===== src/sysbus_pkg.sv =====
package sysbus_pkg;
  // ==========================================================
  // bus widths
  localparam int CMD_W = 5;
  localparam int AD_W = 32;
  localparam int FIFO_DEPTH = 8;
  // ==========================================================
  // command encodings: bit 4 set marks a data identifier
  localparam logic [4:0] CMD_READ = 5'h00;
  localparam logic [4:0] CMD_WRITE = 5'h08;
  localparam logic [4:0] CMD_DATA_FLAG = 5'h10;
  localparam logic [4:0] CMD_LAST_FLAG = 5'h08;
  localparam logic [4:0] CMD_ERR_FLAG = 5'h04;
  localparam logic [4:0] MIDDLE_WORD_TAG = 5'h10;
  localparam logic [4:0] FINAL_WORD_TAG = 5'h18;
  // ==========================================================
  // timing
  localparam int RETAKE_CYCLES = 2;
  localparam logic [1:0] RETAKE_CNT = 2'h2;
  typedef enum logic [2:0] {
    ST_MASTER,
    ST_READ_WAIT,
    ST_AGENT_OWN,
    ST_RETAKE
  } arb_state_t;
endpackage : sysbus_pkg


===== src/word_fifo.sv =====
`timescale 1ns/100ps
`default_nettype none
module word_fifo #(
  parameter int WIDTH = 32,
  parameter int DEPTH = 8
) (
  input wire logic clk,
  input wire logic rst,
  input wire logic in_valid,
  output logic in_ready,
  input wire logic [WIDTH-1:0] in_data,
  output logic out_valid,
  input wire logic out_ready,
  output logic [WIDTH-1:0] out_data
);
  localparam int AW = $clog2(DEPTH);
  logic [WIDTH-1:0] mem [DEPTH];
  logic [AW-1:0] wr_q;
  logic [AW-1:0] rd_q;
  logic [AW:0] cnt_q;
  logic push;
  logic pop;
  assign in_ready = (cnt_q != (AW+1)'(DEPTH));
  assign out_valid = (cnt_q != '0);
  assign push = in_valid && in_ready;
  assign pop = out_valid && out_ready;
  assign out_data = mem[rd_q];
  always_ff @(posedge clk) begin
    if (push) begin
      mem[wr_q] <= in_data;
    end
  end
  always_ff @(posedge clk or posedge rst) begin
    if (rst) begin
      wr_q <= '0;
      rd_q <= '0;
      cnt_q <= '0;
    end else begin
      if (push) begin
        wr_q <= (wr_q == AW'(DEPTH - 1)) ? '0 : wr_q + 1'b1;
      end
      if (pop) begin
        rd_q <= (rd_q == AW'(DEPTH - 1)) ? '0 : rd_q + 1'b1;
      end
      if (push && !pop) begin
        cnt_q <= cnt_q + 1'b1;
      end else if (pop && !push) begin
        cnt_q <= cnt_q - 1'b1;
      end
    end
  end
endmodule : word_fifo
`default_nettype wire


===== src/sysbus_arbiter.sv =====
`timescale 1ns/100ps
`default_nettype none
// What this block does
// - agent requests may start at any time, master included; immediate if slave.
// - after a read request goes out, drop ownership until response.
// - with agent request idle, stay slave until response, then retake.
// - agent request held at final response word keeps agent owner.
// - agent asserts request; it owns the bus once we drop owner.
// - retake ownership exactly two cycles after agent drops request.
// - when granting, drop owner and float command and address/data.
// - agent returns read data; agent-issued commands are always served (the code decodes only CMD_WRITE, when not master).
// - we may raise our own bus request; agent yields by priority.
// - warm or cold reset leaves us master and the agent slave.
// - external write only raises an interrupt request, nothing else.
// - full response then release; retake two cycles after last word.
// - any error-tagged response word raises a bus error.
// - request held at final word chains a write; retake two later.
// - an inserted external write keeps us slave until read data.
// - data identifiers distinguish middle words from the final word.
module sysbus_arbiter
  import sysbus_pkg::*;
(
  input wire logic CLK,
  input wire logic RST,
  input wire logic POWER_ON_RESET_N,
  input wire logic AGENT_BUS_REQUEST_N,
  input wire logic AGENT_CYCLE_VALID_N,
  output logic CPU_BUS_OWNER_N,
  output logic CPU_BUS_REQUEST_N,
  output logic CPU_CYCLE_VALID_N,
  input wire logic [sysbus_pkg::CMD_W-1:0] CMD_TAG_BUS_I,
  output logic [sysbus_pkg::CMD_W-1:0] CMD_TAG_BUS_O,
  output logic CMD_TAG_BUS_OE,
  input wire logic [sysbus_pkg::AD_W-1:0] ADDR_DATA_BUS_I,
  output logic [sysbus_pkg::AD_W-1:0] ADDR_DATA_BUS_O,
  output logic ADDR_DATA_BUS_OE,
  input wire logic RD_REQ_VALID,
  output logic RD_REQ_READY,
  input wire logic [sysbus_pkg::AD_W-1:0] RD_REQ_ADDR,
  input wire logic WANT_BUS,
  output logic RD_DATA_VALID,
  input wire logic RD_DATA_READY,
  output logic [sysbus_pkg::AD_W-1:0] RD_DATA,
  output logic RD_DONE,
  output logic BUS_ERROR,
  output logic EXT_INTR,
  output logic [sysbus_pkg::AD_W-1:0] EXT_INTR_DATA
);
  import sysbus_pkg::*;

  // ==========================================================
  // input synchronisers (two stages, first read only by second)
  logic [2:0] s1_q;
  logic [2:0] s2_q;
  logic [CMD_W-1:0] cmd1_q;
  logic [CMD_W-1:0] cmd2_q;
  logic [AD_W-1:0] ad1_q;
  logic [AD_W-1:0] ad2_q;
  logic por1_q;
  logic por2_q;
  logic agent_bus_request_n;
  logic agent_cycle_valid_n;
  logic [CMD_W-1:0] cmd_in;
  logic [AD_W-1:0] ad_in;

  always_ff @(posedge CLK or posedge RST) begin
    if (RST) begin
      s1_q <= 3'h7;
      s2_q <= 3'h7;
      cmd1_q <= '0;
      cmd2_q <= '0;
      ad1_q <= '0;
      ad2_q <= '0;
      // idle level of the cold reset pin, so warm reset is not stretched
      por1_q <= 1'b1;
      por2_q <= 1'b1;
    end else begin
      s1_q <= {AGENT_BUS_REQUEST_N, AGENT_CYCLE_VALID_N, 1'b1};
      s2_q <= s1_q;
      cmd1_q <= CMD_TAG_BUS_I;
      cmd2_q <= cmd1_q;
      ad1_q <= ADDR_DATA_BUS_I;
      ad2_q <= ad1_q;
      por1_q <= POWER_ON_RESET_N;
      por2_q <= por1_q;
    end
  end
  assign agent_bus_request_n = !s2_q[2];
  assign agent_cycle_valid_n = !s2_q[1];
  assign cmd_in = cmd2_q;
  assign ad_in = ad2_q;

  function automatic logic is_data(input logic [CMD_W-1:0] c);
    is_data = (c & CMD_DATA_FLAG) != '0;
  endfunction : is_data
  function automatic logic is_last(input logic [CMD_W-1:0] c);
    is_last = is_data(c) && ((c & CMD_LAST_FLAG) != '0);
  endfunction : is_last

  // ==========================================================
  // ownership state machine
  arb_state_t state_q;
  logic pend_q;
  logic [1:0] cnt_q;
  logic issue_q;
  logic cold_q;
  logic take;
  logic wcmd_q;
  logic resp_word;
  logic resp_last;
  logic fifo_ready;

  // warm reset is RST; cold reset is the synchronised pin
  assign cold_q = !por2_q;
  // the data word of an inserted write is not part of the response
  assign resp_word = agent_cycle_valid_n && is_data(cmd_in) && pend_q
                     && !wcmd_q;
  assign resp_last = resp_word && is_last(cmd_in);
  // refused during cold reset, which would drop an accepted request
  assign RD_REQ_READY = (state_q == ST_MASTER) && !pend_q && !agent_bus_request_n
                        && !cold_q;
  assign take = RD_REQ_VALID && RD_REQ_READY;

  always_ff @(posedge CLK or posedge RST) begin
    if (RST) begin
      state_q <= ST_MASTER;
      pend_q <= 1'b0;
      cnt_q <= '0;
      issue_q <= 1'b0;
    end else if (cold_q) begin
      state_q <= ST_MASTER;
      pend_q <= 1'b0;
      cnt_q <= '0;
      issue_q <= 1'b0;
    end else begin
      issue_q <= 1'b0;
      case (state_q)
        ST_MASTER: begin
          if (agent_bus_request_n) begin
            state_q <= ST_AGENT_OWN;
          end else if (take) begin
            issue_q <= 1'b1;
            pend_q <= 1'b1;
            state_q <= ST_READ_WAIT;
          end
        end
        ST_READ_WAIT: begin
          // an inserted write is served here without leaving slave
          if (resp_last) begin
            pend_q <= 1'b0;
            cnt_q <= RETAKE_CNT - 2'h1;
            // request held at final word keeps agent owner
            state_q <= agent_bus_request_n ? ST_AGENT_OWN : ST_RETAKE;
          end
        end
        ST_AGENT_OWN: begin
          if (!agent_bus_request_n && !pend_q) begin
            cnt_q <= RETAKE_CNT - 2'h1;
            state_q <= ST_RETAKE;
          end else if (!agent_bus_request_n && pend_q) begin
            state_q <= ST_READ_WAIT;
          end else if (resp_last) begin
            pend_q <= 1'b0;
          end
        end
        ST_RETAKE: begin
          if (agent_bus_request_n) begin
            state_q <= ST_AGENT_OWN;
          end else if (cnt_q == '0) begin
            state_q <= ST_MASTER;
          end else begin
            cnt_q <= cnt_q - 2'h1;
          end
        end
        default: begin
          state_q <= ST_MASTER;
        end
      endcase
    end
  end

  // ==========================================================
  // bus drive: only the issue cycle drives; owner drops after it
  always_ff @(posedge CLK or posedge RST) begin
    if (RST) begin
      CPU_BUS_OWNER_N <= 1'b0;
      CMD_TAG_BUS_O <= '0;
      ADDR_DATA_BUS_O <= '0;
      CMD_TAG_BUS_OE <= 1'b0;
      ADDR_DATA_BUS_OE <= 1'b0;
      CPU_CYCLE_VALID_N <= 1'b1;
    end else begin
      CPU_BUS_OWNER_N <= !(state_q == ST_MASTER && !agent_bus_request_n) || issue_q;
      CMD_TAG_BUS_OE <= take;
      ADDR_DATA_BUS_OE <= take;
      CMD_TAG_BUS_O <= CMD_READ;
      ADDR_DATA_BUS_O <= RD_REQ_ADDR;
      // releasing with the owner drop keeps us off the agent's lines
      CPU_CYCLE_VALID_N <= !take;
    end
  end

  // own bus request while the agent holds the bus and we have work
  always_ff @(posedge CLK or posedge RST) begin
    if (RST) begin
      CPU_BUS_REQUEST_N <= 1'b1;
    end else begin
      CPU_BUS_REQUEST_N <= !(state_q == ST_AGENT_OWN && WANT_BUS);
    end
  end

  // ==========================================================
  // response path: words into the fifo, error flag sticky per burst
  logic err_q;
  always_ff @(posedge CLK or posedge RST) begin
    if (RST) begin
      err_q <= 1'b0;
      BUS_ERROR <= 1'b0;
      RD_DONE <= 1'b0;
    end else begin
      BUS_ERROR <= 1'b0;
      RD_DONE <= resp_last;
      if (resp_last) begin
        err_q <= 1'b0;
        BUS_ERROR <= err_q || ((cmd_in & CMD_ERR_FLAG) != '0);
      end else if (resp_word) begin
        err_q <= err_q || ((cmd_in & CMD_ERR_FLAG) != '0);
      end
    end
  end

  word_fifo #(.WIDTH(AD_W), .DEPTH(FIFO_DEPTH)) u_fifo (
    .clk(CLK),
    .rst(RST),
    .in_valid(resp_word),
    .in_ready(fifo_ready),
    .in_data(ad_in),
    .out_valid(RD_DATA_VALID),
    .out_ready(RD_DATA_READY),
    .out_data(RD_DATA)
  );

  // ==========================================================
  // external write: command cycle then final-tagged data cycle
  always_ff @(posedge CLK or posedge RST) begin
    if (RST) begin
      wcmd_q <= 1'b0;
      EXT_INTR <= 1'b0;
      EXT_INTR_DATA <= '0;
    end else begin
      EXT_INTR <= 1'b0;
      wcmd_q <= agent_cycle_valid_n && !is_data(cmd_in) && (cmd_in == CMD_WRITE)
                && (state_q != ST_MASTER);
      if (wcmd_q && agent_cycle_valid_n && is_last(cmd_in)) begin
        EXT_INTR <= 1'b1;
        EXT_INTR_DATA <= ad_in;
      end
    end
  end
endmodule : sysbus_arbiter
`default_nettype wire


===== config.mk =====
export PLATFORM = sky130hd
export DESIGN_NAME = sysbus_arbiter
export DESIGN_NICKNAME = d
export VERILOG_FILES = /design/src/sysbus_pkg.sv /design/src/word_fifo.sv /design/src/sysbus_arbiter.sv
export SDC_FILE = /design/constraint.sdc
export NUM_CORES = 1
export LEC_CHECK = 0
export ABC_CLOCK_PERIOD_IN_PS = 7700
export BUFFER_PORTS_ARGS = -buffer_cell sky130_fd_sc_hd__buf_2
export CAP_MARGIN = 20
export CORE_MARGIN = 2
export CORE_UTILIZATION = 30
export DETAILED_ROUTE_END_ITERATION = 7
export GPL_ROUTABILITY_DRIVEN = 0
export MAX_ROUTING_LAYER = met4
export PLACE_DENSITY = 0.58
export REMOVE_ABC_BUFFERS = 1
export SYNTH_ARGS = -nofsm -noshare
export SYNTH_HDL_FRONTEND = slang
export SYNTH_SLANG_ARGS = --single-unit

===== constraint.sdc =====
create_clock -name CLK -period 7.7 [get_ports CLK]
set_input_delay 0.77 -clock CLK [delete_from_list [all_inputs] [get_ports CLK]]
set_output_delay 0.77 -clock CLK [all_outputs]
set_load 0.03 [all_outputs]

# ---- Word-level counts from Yosys, hierarchy flattened
# Memory sizes are Yosys's and may differ from the RTL's.
# Index checks and enable logic that the tools add are counted.
dict set report word_totals {
  regBits 170
  mem_bits_rw 256
  inputBits 77
  word_cells 131
  memories 1
}
# name words width read_ports rd_clocked_by_memory_dff write_ports line_no
set mem_list {}
lappend mem_list {u_fifo.mem 8 32 1 0 1 word_fifo.sv:17} ;# logic [WIDTH-1:0] mem [DEPTH];
dict set report classes {
  n_addsub 5
  n_eq_ne 20
  mux 37
  reduce_logical 42
}
# cell count
set op_table {}
lappend op_table {{3-bit two-way mux} 10}
lappend op_table {{3-bit inequality test (second input constant)} 8}
lappend op_table {{1-bit logical AND} 22}
lappend op_table {{1-bit two-way mux} 17}
lappend op_table {{4-bit inequality test (second input constant)} 4}
lappend op_table {{3-bit one-hot mux with 4 select lines} 1}
lappend op_table {{2-bit two-way mux} 5}
lappend op_table {{5-bit AND reduction} 2}
lappend op_table {{1-bit zero test} 9}
lappend op_table {{4-bit two-way mux} 2}
lappend op_table {{4-bit by 1-bit inequality test with 1-bit output (second input constant)} 2}
lappend op_table {{3-bit by 1-bit adder with 3-bit output (second input constant)} 2}
lappend op_table {{3-bit by 2-bit == test with 1-bit output (second input constant)} 2}
lappend op_table {{3-bit == test (second input constant)} 2}
lappend op_table {{2-bit one-hot mux with 3 select lines} 1}
lappend op_table {{5-bit by 4-bit == test with 1-bit output (second input constant)} 1}
lappend op_table {{4-bit by 1-bit adder with 4-bit output (second input constant)} 1}
lappend op_table {{4-bit AND reduction} 1}
lappend op_table {{2-bit nonzero test} 2}
lappend op_table {{4-bit nonzero test} 1}
lappend op_table {{4-bit by 1-bit subtractor with 4-bit output (second input constant)} 1}
lappend op_table {{3-bit by 1-bit == test with 1-bit output (second input constant)} 1}
lappend op_table {{3-bit zero test} 1}
lappend op_table {{1-bit one-hot mux with 3 select lines} 1}
lappend op_table {{other kinds (4)} 5}

# ---- Depth between registers and ports, before layout
# Gate-level depths: netlist of run 1.
dict set report depth {
  depth_word 10
  mapped_depth 9
}

# ---- Modules after synthesis
# A second synthesis of run 1 with hierarchy kept.
dict set report unflattened {
  cells_unflattened 764
  hier_area_um2 15114.5
}
# module n_inst cells_per_inst area_each_um2
set by_module_without_submodules {}
lappend by_module_without_submodules {word_fifo 1 434 10264.8}
lappend by_module_without_submodules {sysbus_arbiter 1 330 4849.7}

# ---- Least setup slack after synthesis of run 1
# OpenSTA, ideal clock, no wires.
dict set report synth_path {
  path_kind {register to register}
  startpoint {reg wcmd_q}
  endpoint {mem u_fifo.mem[0][0] (enable)}
  t_arrival_ps 3295
  required_time_ps 7239
  path_slack_ps 3944
  stages_incl_launch_ff 5
  cell_sequence {dfrtp_1 -> and4bb_1 -> a21boi_2 -> nand2b_1 -> nor3_1}
}
dict set report synth_between {
  elab_chain_cells 5
}
# item line_no
set synth_rtl {}
lappend synth_rtl {{from (decl)} sysbus_arbiter.sv:108} ;# logic wcmd_q;
lappend synth_rtl {{from (signal assigned)} sysbus_arbiter.sv:252} ;# wcmd_q <= agent_cycle_valid_n && !is_data(cmd_in) && (cmd_in == CMD_WRITE)
lappend synth_rtl {{1-bit zero test} sysbus_arbiter.sv:117} ;# && !wcmd_q;
lappend synth_rtl {{1-bit logical AND} sysbus_arbiter.sv:117}
lappend synth_rtl {{1-bit logical AND} word_fifo.sv:25} ;# assign push = in_valid && in_ready;
lappend synth_rtl {{named net u_fifo.push} word_fifo.sv:21} ;# logic push;
lappend synth_rtl {{1-bit two-way mux} word_fifo.sv:29} ;# if (push) begin
lappend synth_rtl {{1-bit two-way mux (not written as such)} word_fifo.sv:30} ;# mem[wr_q] <= in_data;
lappend synth_rtl {{to (decl)} word_fifo.sv:17}
# The timed path passes the listed nets, and every way through them passes these cells.

# ---- Worst setup path in the final report of run 1
dict set report layout_path {
  startpoint {reg u_fifo.rd_q[0]}
  endpoint {out RD_DATA[2] (netlist name)}
}
dict set report layout_between {
  elab_chain_cells 1
}
# item line_no
set layout_rtl {}
lappend layout_rtl {{from (decl)} word_fifo.sv:19} ;# logic [AW-1:0] rd_q;
lappend layout_rtl {{from (signal assigned)} word_fifo.sv:43} ;# rd_q <= (rd_q == AW'(DEPTH - 1)) ? '0 : rd_q + 1'b1;
lappend layout_rtl {{memory 8 x 32 bit} --}
lappend layout_rtl {{to (decl)} sysbus_arbiter.sv:43} ;# output logic [sysbus_pkg::AD_W-1:0] RD_DATA,
# Every way passes these cells.

==> results of run 1 <==
placed cells by master (no fill, tap or decap), types with 8 or more instances in the layout:
master     synthesis  layout
buf_2              6     182
buf_4              7      13
clkbuf_1          11      15
clkbuf_16          0      48
clkinv_2           0       8
dfrtp_1          161     158
dfstp_2            8       8
edfxtp_1         256     256
ha_1              12      12
inv_1             14      12
mux2_2            35      35
mux4_2            64      64
nand2_1          111     111
nor2_1            15       9
cell families (layout without fill, tap and decap cells):
group | Yosys count | in the layout | synth area share (%)
flip-flops | 425 | 425 | 79.1
AND/OR/NAND/NOR | 153 | 153 | 4.28
multiplexers | 104 | 104 | 12.5
buffers and inverters | 49 | 298 | 1.69
AO/OA/AOI/OAI | 22 | 22 | 1.10
adder cells (fa/ha/maj) | 13 | 13 | 1.13
XOR/XNOR | 2 | 2 | 0.116
other | 1 | 6 | 0.0249
routing by layer:
layer	track usage [%]	vias to the layer above	part of all wire, %
li1	-	3318	-
met2	19.5	192	48
met3	3.19	55	5.0
met4	3.37	0	2.0
met1	16.7	3816	45
met5	-	-	0
final cells by class:
cell class	count	area [µm²]
fillers	4698	31600
flip-flops and latches	425	11900
multi-input cells	299	2960
clock buffers	68	1330
repair buffers	195	1010
well taps	672	841
clock inverters	20	175
inverters	15	63.8
diodes	1	2.50
metrics by stage:
step / utilization (%) / power [mW] / cell area, µm² / setup slack (ns) / instances
floorplan: - / 3.70 / 14900 / 2.37 / 739
global placement: 33.7 / 4.03 / 16800 / 4.21 / 1606
global route: 36.7 / 6.42 / 18300 / 3.43 / 1694
detailed placement: 33.7 / 4.04 / 16800 / 4.18 / 1606
CTS: 36.7 / 6.23 / 18300 / 3.55 / 1694
finish: 36.7 / 6.12 / 18300 / 3.70 / 1695
flip-flops by register name (all words and copies together), names as in the netlist, 3 cells and up:
register / count
u_fifo.mem: 256
EXT_INTR_DATA: 32
cmd1_q: 5
ADDR_DATA_BUS_O: 32
u_fifo.wr_q: 3
ad2_q: 32
u_fifo.cnt_q: 4
cmd2_q: 5
u_fifo.rd_q: 3
ad1_q: 32
worst paths after layout:
kind / cells past startpoint / from / end / slack [ns]
max reg2reg: 5 / pend_q / u_fifo.mem[7][21] / 4.74
max: 4 / u_fifo.rd_q[0] / RD_DATA[2] / 3.70
max in group asynchronous: 3 / RST / ad1_q[13] / 5.99
min in group asynchronous: 2 / RST / ADDR_DATA_BUS_O[5] / 0.31
min reg2reg: 0 / ad1_q[14] / ad2_q[14] / 0.34
min: 1 / POWER_ON_RESET_N / por1_q / 0.29
power by group through the flow:
stage	registers (mW)	logic, mW	clock network (mW)
2_1_floorplan	2.77	0.930	0
3_3_place_gp	2.79	1.24	0
3_5_place_dp	2.80	1.25	0
4_1_cts	2.75	1.25	2.22
5_1_grt	2.77	1.32	2.33
6_report	2.74	1.22	2.16
==> impl_metrics.py, run 1 <==
metrics = {
    "detailed_routing": {
        "routed_wl_mm": 31.6,
        "drtIter0Drc": 356,
        "via_count": 7381,
        "dr.pass1.iters": 4,
        "wl_per_cell_um": 18.6,
        "postRouteAntennaNets": 0,
        "vias_per_cell": 4.35,
        "drc_errors": 0,
    },
    "setup_path": {
        "cp-start-kind": "flip-flop",
        "path_class": "flip-flop to output port",
        "cp.required_ns": 6.93,
        "crit_buf_inv": 2,
        "path_cells": "buf_4 > mux4_2 > mux2_2 > buf_2",
        "slowest_stage": "dfrtp_4",
        "cp-end-kind": "output port",
        "slowest_delay_ns": 0.88,
        "critPathArrivalTime_ns": 3.23,
        "crit_path_max_fanout": 35,
        "critical-path-top-delay-family": "multiplexers",
    },
    "cells_and_area": {
        "final_layout_size_suffix_gt1_share_pct": 37.9,
        "layout.nets": 1073,
        "synthToLayoutAreaGrowth_pct": 21.5,
    },
    "grt": {
        "grt_pass1_wl_mm": 48.0,
        "antenna_found_initial": 0,
        "grt_usage_pct": 12.6,
        "grt_pass1_vias": 7776,
        "grt_max_degree": 100,
        "grt_overflow": 0,
    },
    "synth": {
        "syn_inst": 769,
        "synth_area_um2": 15100,
        "syn_avg_cell_area_um2": 19.6,
        "synth_cell_types": 46,
        "yosysMostFrequentCell": "edfxtp_1",
        "synthArstFlopShare_pct": 39.8,
        "synth_top_area_share_pct": 51.0,
        "ys.flop_type": "edfxtp_1",
        "ys_ff_latch": 425,
        "synthTopCellsByCount": "edfxtp_1 (256), dfrtp_1 (161), nand2_1 (111), mux4_2 (64), mux2_2 (35)",
        "synth_edf_count": 256,
        "yosys-top-cells-area": "edfxtp_1 (51%), dfrtp_1 (27%), mux4_2 (9.6%)",
        "seq_area_frac_synth_pct": 79.1,
        "synth_area_leader_cell": "edfxtp_1",
        "ys_warn_count": 0,
    },
    "clock_tree": {
        "postCtsResizedCells": 0,
        "numCtsBuffers": 47,
        "clock_sinks": 425,
        "path_clk_slew_ns": 0.06,
        "clk_latency_ns": 0.57,
        "cts_tree": "yes",
        "clk_path_buf_depth": 3,
        "htreeDepth": 2,
        "cts-root-buf": "clkbuf_16",
        "cts_hold_buf": 0,
        "postCtsSetupBuffers": 0,
    },
    "timing": {
        "drv_slew": 0,
        "tightest_slew_ns": 1.06,
        "rsz0062_at_grt": "false",
        "layout_min_cycle_time_ns": 4.00,
        "maxSlewHeadroom_pct": 29.3,
        "fin_crit_sh_pct": 51.9,
        "max_freq_mhz": 250,
        "clock_skew_ns": 0.0115,
        "finalHoldViolCount": 0,
        "setup_viol": 0,
        "hold_ws_ns": 0.292,
        "fin_tns_setup_ns": 0,
    },
    "floorplanning": {
        "core.rowCount": 82,
        "fp.dieW_um": 228,
        "dieArea_um2": 52000,
        "die_h_um": 228,
        "initial_utilization_pct": 30.2,
        "ios": 188,
        "core-area_um2": 49900,
    },
    "run": {
        "cap_violations": 0,
    },
    "min_path": {
        "hp-class": "input pin to flip-flop",
    },
    "pwr": {
        "power_density_nw_per_um2": 334,
        "seqPwrFrac_pct": 44.8,
        "power.internal_mw": 4.36,
        "pwr-share-comb_pct": 19.9,
        "clkPwrFrac_pct": 35.3,
        "p_sw_mw": 1.76,
        "vdd.ir_drop.worst_mv": 0.186,
        "leakagePower_nw": 7.12,
        "p_sw_share_pct": 28.8,
    },
    "placed_design": {
        "hpwl_mm": 18.3,
        "place.port_buffers": 182,
    },
    "run_status": {
        "status": "complete, no violations",
    },
}
Power figures use the tool's default switching activity.
==> run 2: changes to the inputs <==
--- a/config.mk
+++ b/config.mk
@@ -5,7 +5,7 @@
 export SDC_FILE = /design/constraint.sdc
 export NUM_CORES = 1
 export LEC_CHECK = 0
-export ABC_CLOCK_PERIOD_IN_PS = 7700
+export ABC_CLOCK_PERIOD_IN_PS = 3450
 export BUFFER_PORTS_ARGS = -buffer_cell sky130_fd_sc_hd__buf_2
 export CAP_MARGIN = 20
 export CORE_MARGIN = 2
@@ -13,7 +13,7 @@
 export DETAILED_ROUTE_END_ITERATION = 7
 export GPL_ROUTABILITY_DRIVEN = 0
 export MAX_ROUTING_LAYER = met4
-export PLACE_DENSITY = 0.58
+export PLACE_DENSITY = 0.59
 export REMOVE_ABC_BUFFERS = 1
 export SYNTH_ARGS = -nofsm -noshare
 export SYNTH_HDL_FRONTEND = slang
==> constraint.sdc (replaced) <==
create_clock -name CLK -period 3.45 [get_ports CLK]
set_input_delay 0.345 -clock CLK [delete_from_list [all_inputs] [get_ports CLK]]
set_output_delay 0.345 -clock CLK [all_outputs]
set_load 0.03 [all_outputs]
==> impl_metrics.py, run 2 (synthesis gave the netlist of run 1 again) <==
metrics = {
    "pwr": {
        "clkPwrFrac_pct": 35.9,
        "p_sw_mw": 4.00,
        "vdd.ir_drop.worst_mv": 0.501,
        "total_power_mw": 14.1,
        "seqPwrFrac_pct": 41.9,
        "pwr-share-comb_pct": 22.2,
        "leakagePower_nw": 7.51,
        "power_density_nw_per_um2": 733,
        "p_sw_share_pct": 28.3,
        "power.internal_mw": 10.1,
    },
    "cells_and_area": {
        "fillers": 4594,
        "diodes": 0,
        "final_layout_size_suffix_gt1_share_pct": 35.8,
        "final_common_cell": "edfxtp_1",
        "fin_area_um2": 19300,
        "synthToLayoutAreaGrowth_pct": 27.9,
        "instances_no_fill": 1771,
        "largest_reg_flops": 256,
        "layout.nets": 1152,
        "layout_common_cells": "edfxtp_1 (256), buf_2 (182), dfrtp_1 (158)",
        "largest_register": "u_fifo.mem",
    },
    "timing": {
        "clock_skew_ns": 0.0167,
        "drv_slew": 0,
        "finalHoldViolCount": 0,
        "rsz0062_at_grt": "false",
        "maxSlewHeadroom_pct": 41.9,
        "max_freq_mhz": 337,
        "layout_min_cycle_time_ns": 2.96,
        "hold_ws_ns": 0.214,
        "fin_crit_sh_pct": 85.9,
        "setup_viol": 0,
        "tightest_slew_ns": 0.870,
        "fin_tns_setup_ns": 0,
    },
    "setup_path": {
        "crit_start": "u_fifo.rd_q[0]",
        "cp-end-kind": "output port",
        "critPathArrivalTime_ns": 2.62,
        "slowest_stage": "dfrtp_4",
        "crit_path_max_fanout": 24,
        "slowest_delay_ns": 0.70,
        "path_class": "flip-flop to output port",
        "cp.required_ns": 3.11,
        "cp-start-kind": "flip-flop",
        "worstReg2RegStart": "u_fifo.cnt_q[0]",
        "path_cells": "buf_12 > mux4_2 > mux2_2 > buf_2",
    },
    "clock_tree": {
        "path_clk_slew_ns": 0.06,
        "cts-root-buf": "clkbuf_16",
        "clock_sinks": 425,
        "numCtsBuffers": 46,
        "clk_path_buf_depth": 3,
        "htreeDepth": 2,
        "cts_tree": "yes",
        "clk_latency_ns": 0.56,
    },
    "floorplanning": {
        "die_h_um": 228,
        "fp.dieW_um": 228,
        "core-area_um2": 49900,
        "core.rowCount": 82,
        "ios": 188,
        "initial_utilization_pct": 30.2,
        "dieArea_um2": 52000,
    },
    "grt": {
        "grt_usage_pct": 13.1,
        "grt_max_degree": 98,
        "grt_pass1_wl_mm": 49.8,
        "antenna_found_initial": 0,
        "grt_pass1_vias": 8440,
        "grt_overflow": 0,
    },
    "detailed_routing": {
        "via_count": 7665,
        "routed_wl_mm": 32.2,
        "wl_per_cell_um": 18.2,
        "drtIter0Drc": 319,
        "dr.pass1.iters": 6,
        "drc_errors": 0,
        "vias_per_cell": 4.33,
        "postRouteAntennaNets": 0,
    },
    "placed_design": {
        "placed_cell_area_um2": 17000,
        "dp_cells": 1612,
        "place.port_buffers": 182,
        "hpwl_mm": 18.3,
    },
    "run": {
        "cap_violations": 0,
    },
    "min_path": {
        "hp-class": "input pin to flip-flop",
        "min_from": "RD_REQ_VALID",
    },
    "run_status": {
        "status": "complete, no violations",
    },
}
run 2: critical path: cells and delay by family (launching register included):
kind | cells | cell delay (ns)
buf+inv | 2 | 0.48
mux | 2 | 0.85
flops | 1 | 0.70
run 2: power groups by stage:
stage	clock network, mW	registers (mW)	logic (mW)
floorplan	0	6.17	2.08
global placement	0	6.02	3.13
detailed placement	0	6.03	3.14
CTS	5.23	5.94	3.22
global route	5.41	5.97	3.40
finish	5.07	5.92	3.13
run 2: final cells by class:
type	instances	area, µm²	share of cell area [%]
clock inverter	20	259	1.34
multi-input combinational	299	2960	15.4
tap	672	841	4.36
sequential	425	11900	61.9
inverter	15	63.8	0.331
clock buffer	65	1300	6.77
timing repair buffer	275	1910	9.90
run 2: worst paths after layout:
kind	end	slack, ns	cells after the start
min	CPU_CYCLE_VALID_N	0.21	3
max in group asynchronous	s2_q[1]	2.17	4
max reg2reg	u_fifo.cnt_q[3]	0.70	8
min reg2reg	ad2_q[1]	0.34	0
max	RD_DATA[25]	0.49	4
min in group asynchronous	ADDR_DATA_BUS_O[8]	0.47	3
run 2: per-stage QoR:
| stage | util (%) | worst slack [ns] |
|---|---|---|
| after floorplan | - | -1.46 |
| after global placement | 34.0 | 0.743 |
| after detailed placement | 34.0 | 0.693 |
| after CTS | 38.6 | 0.385 |
| after global routing | 38.6 | 0.332 |
| final | 38.6 | 0.486 |
run 2: timing repair:
item	in CTS	in global routing
hold buffers	74	0
setup buffers	0	0
hold endpoints to repair	168	0
resized for setup	0	0
run 2: metal layers:
layer | wire length [µm] | track usage (%)
met1 | 13900 | 16.3
met2 | 16000 | 21.5
met3 | 1530 | 2.39
met4 | 769 | 4.39
met5 | 0 | -
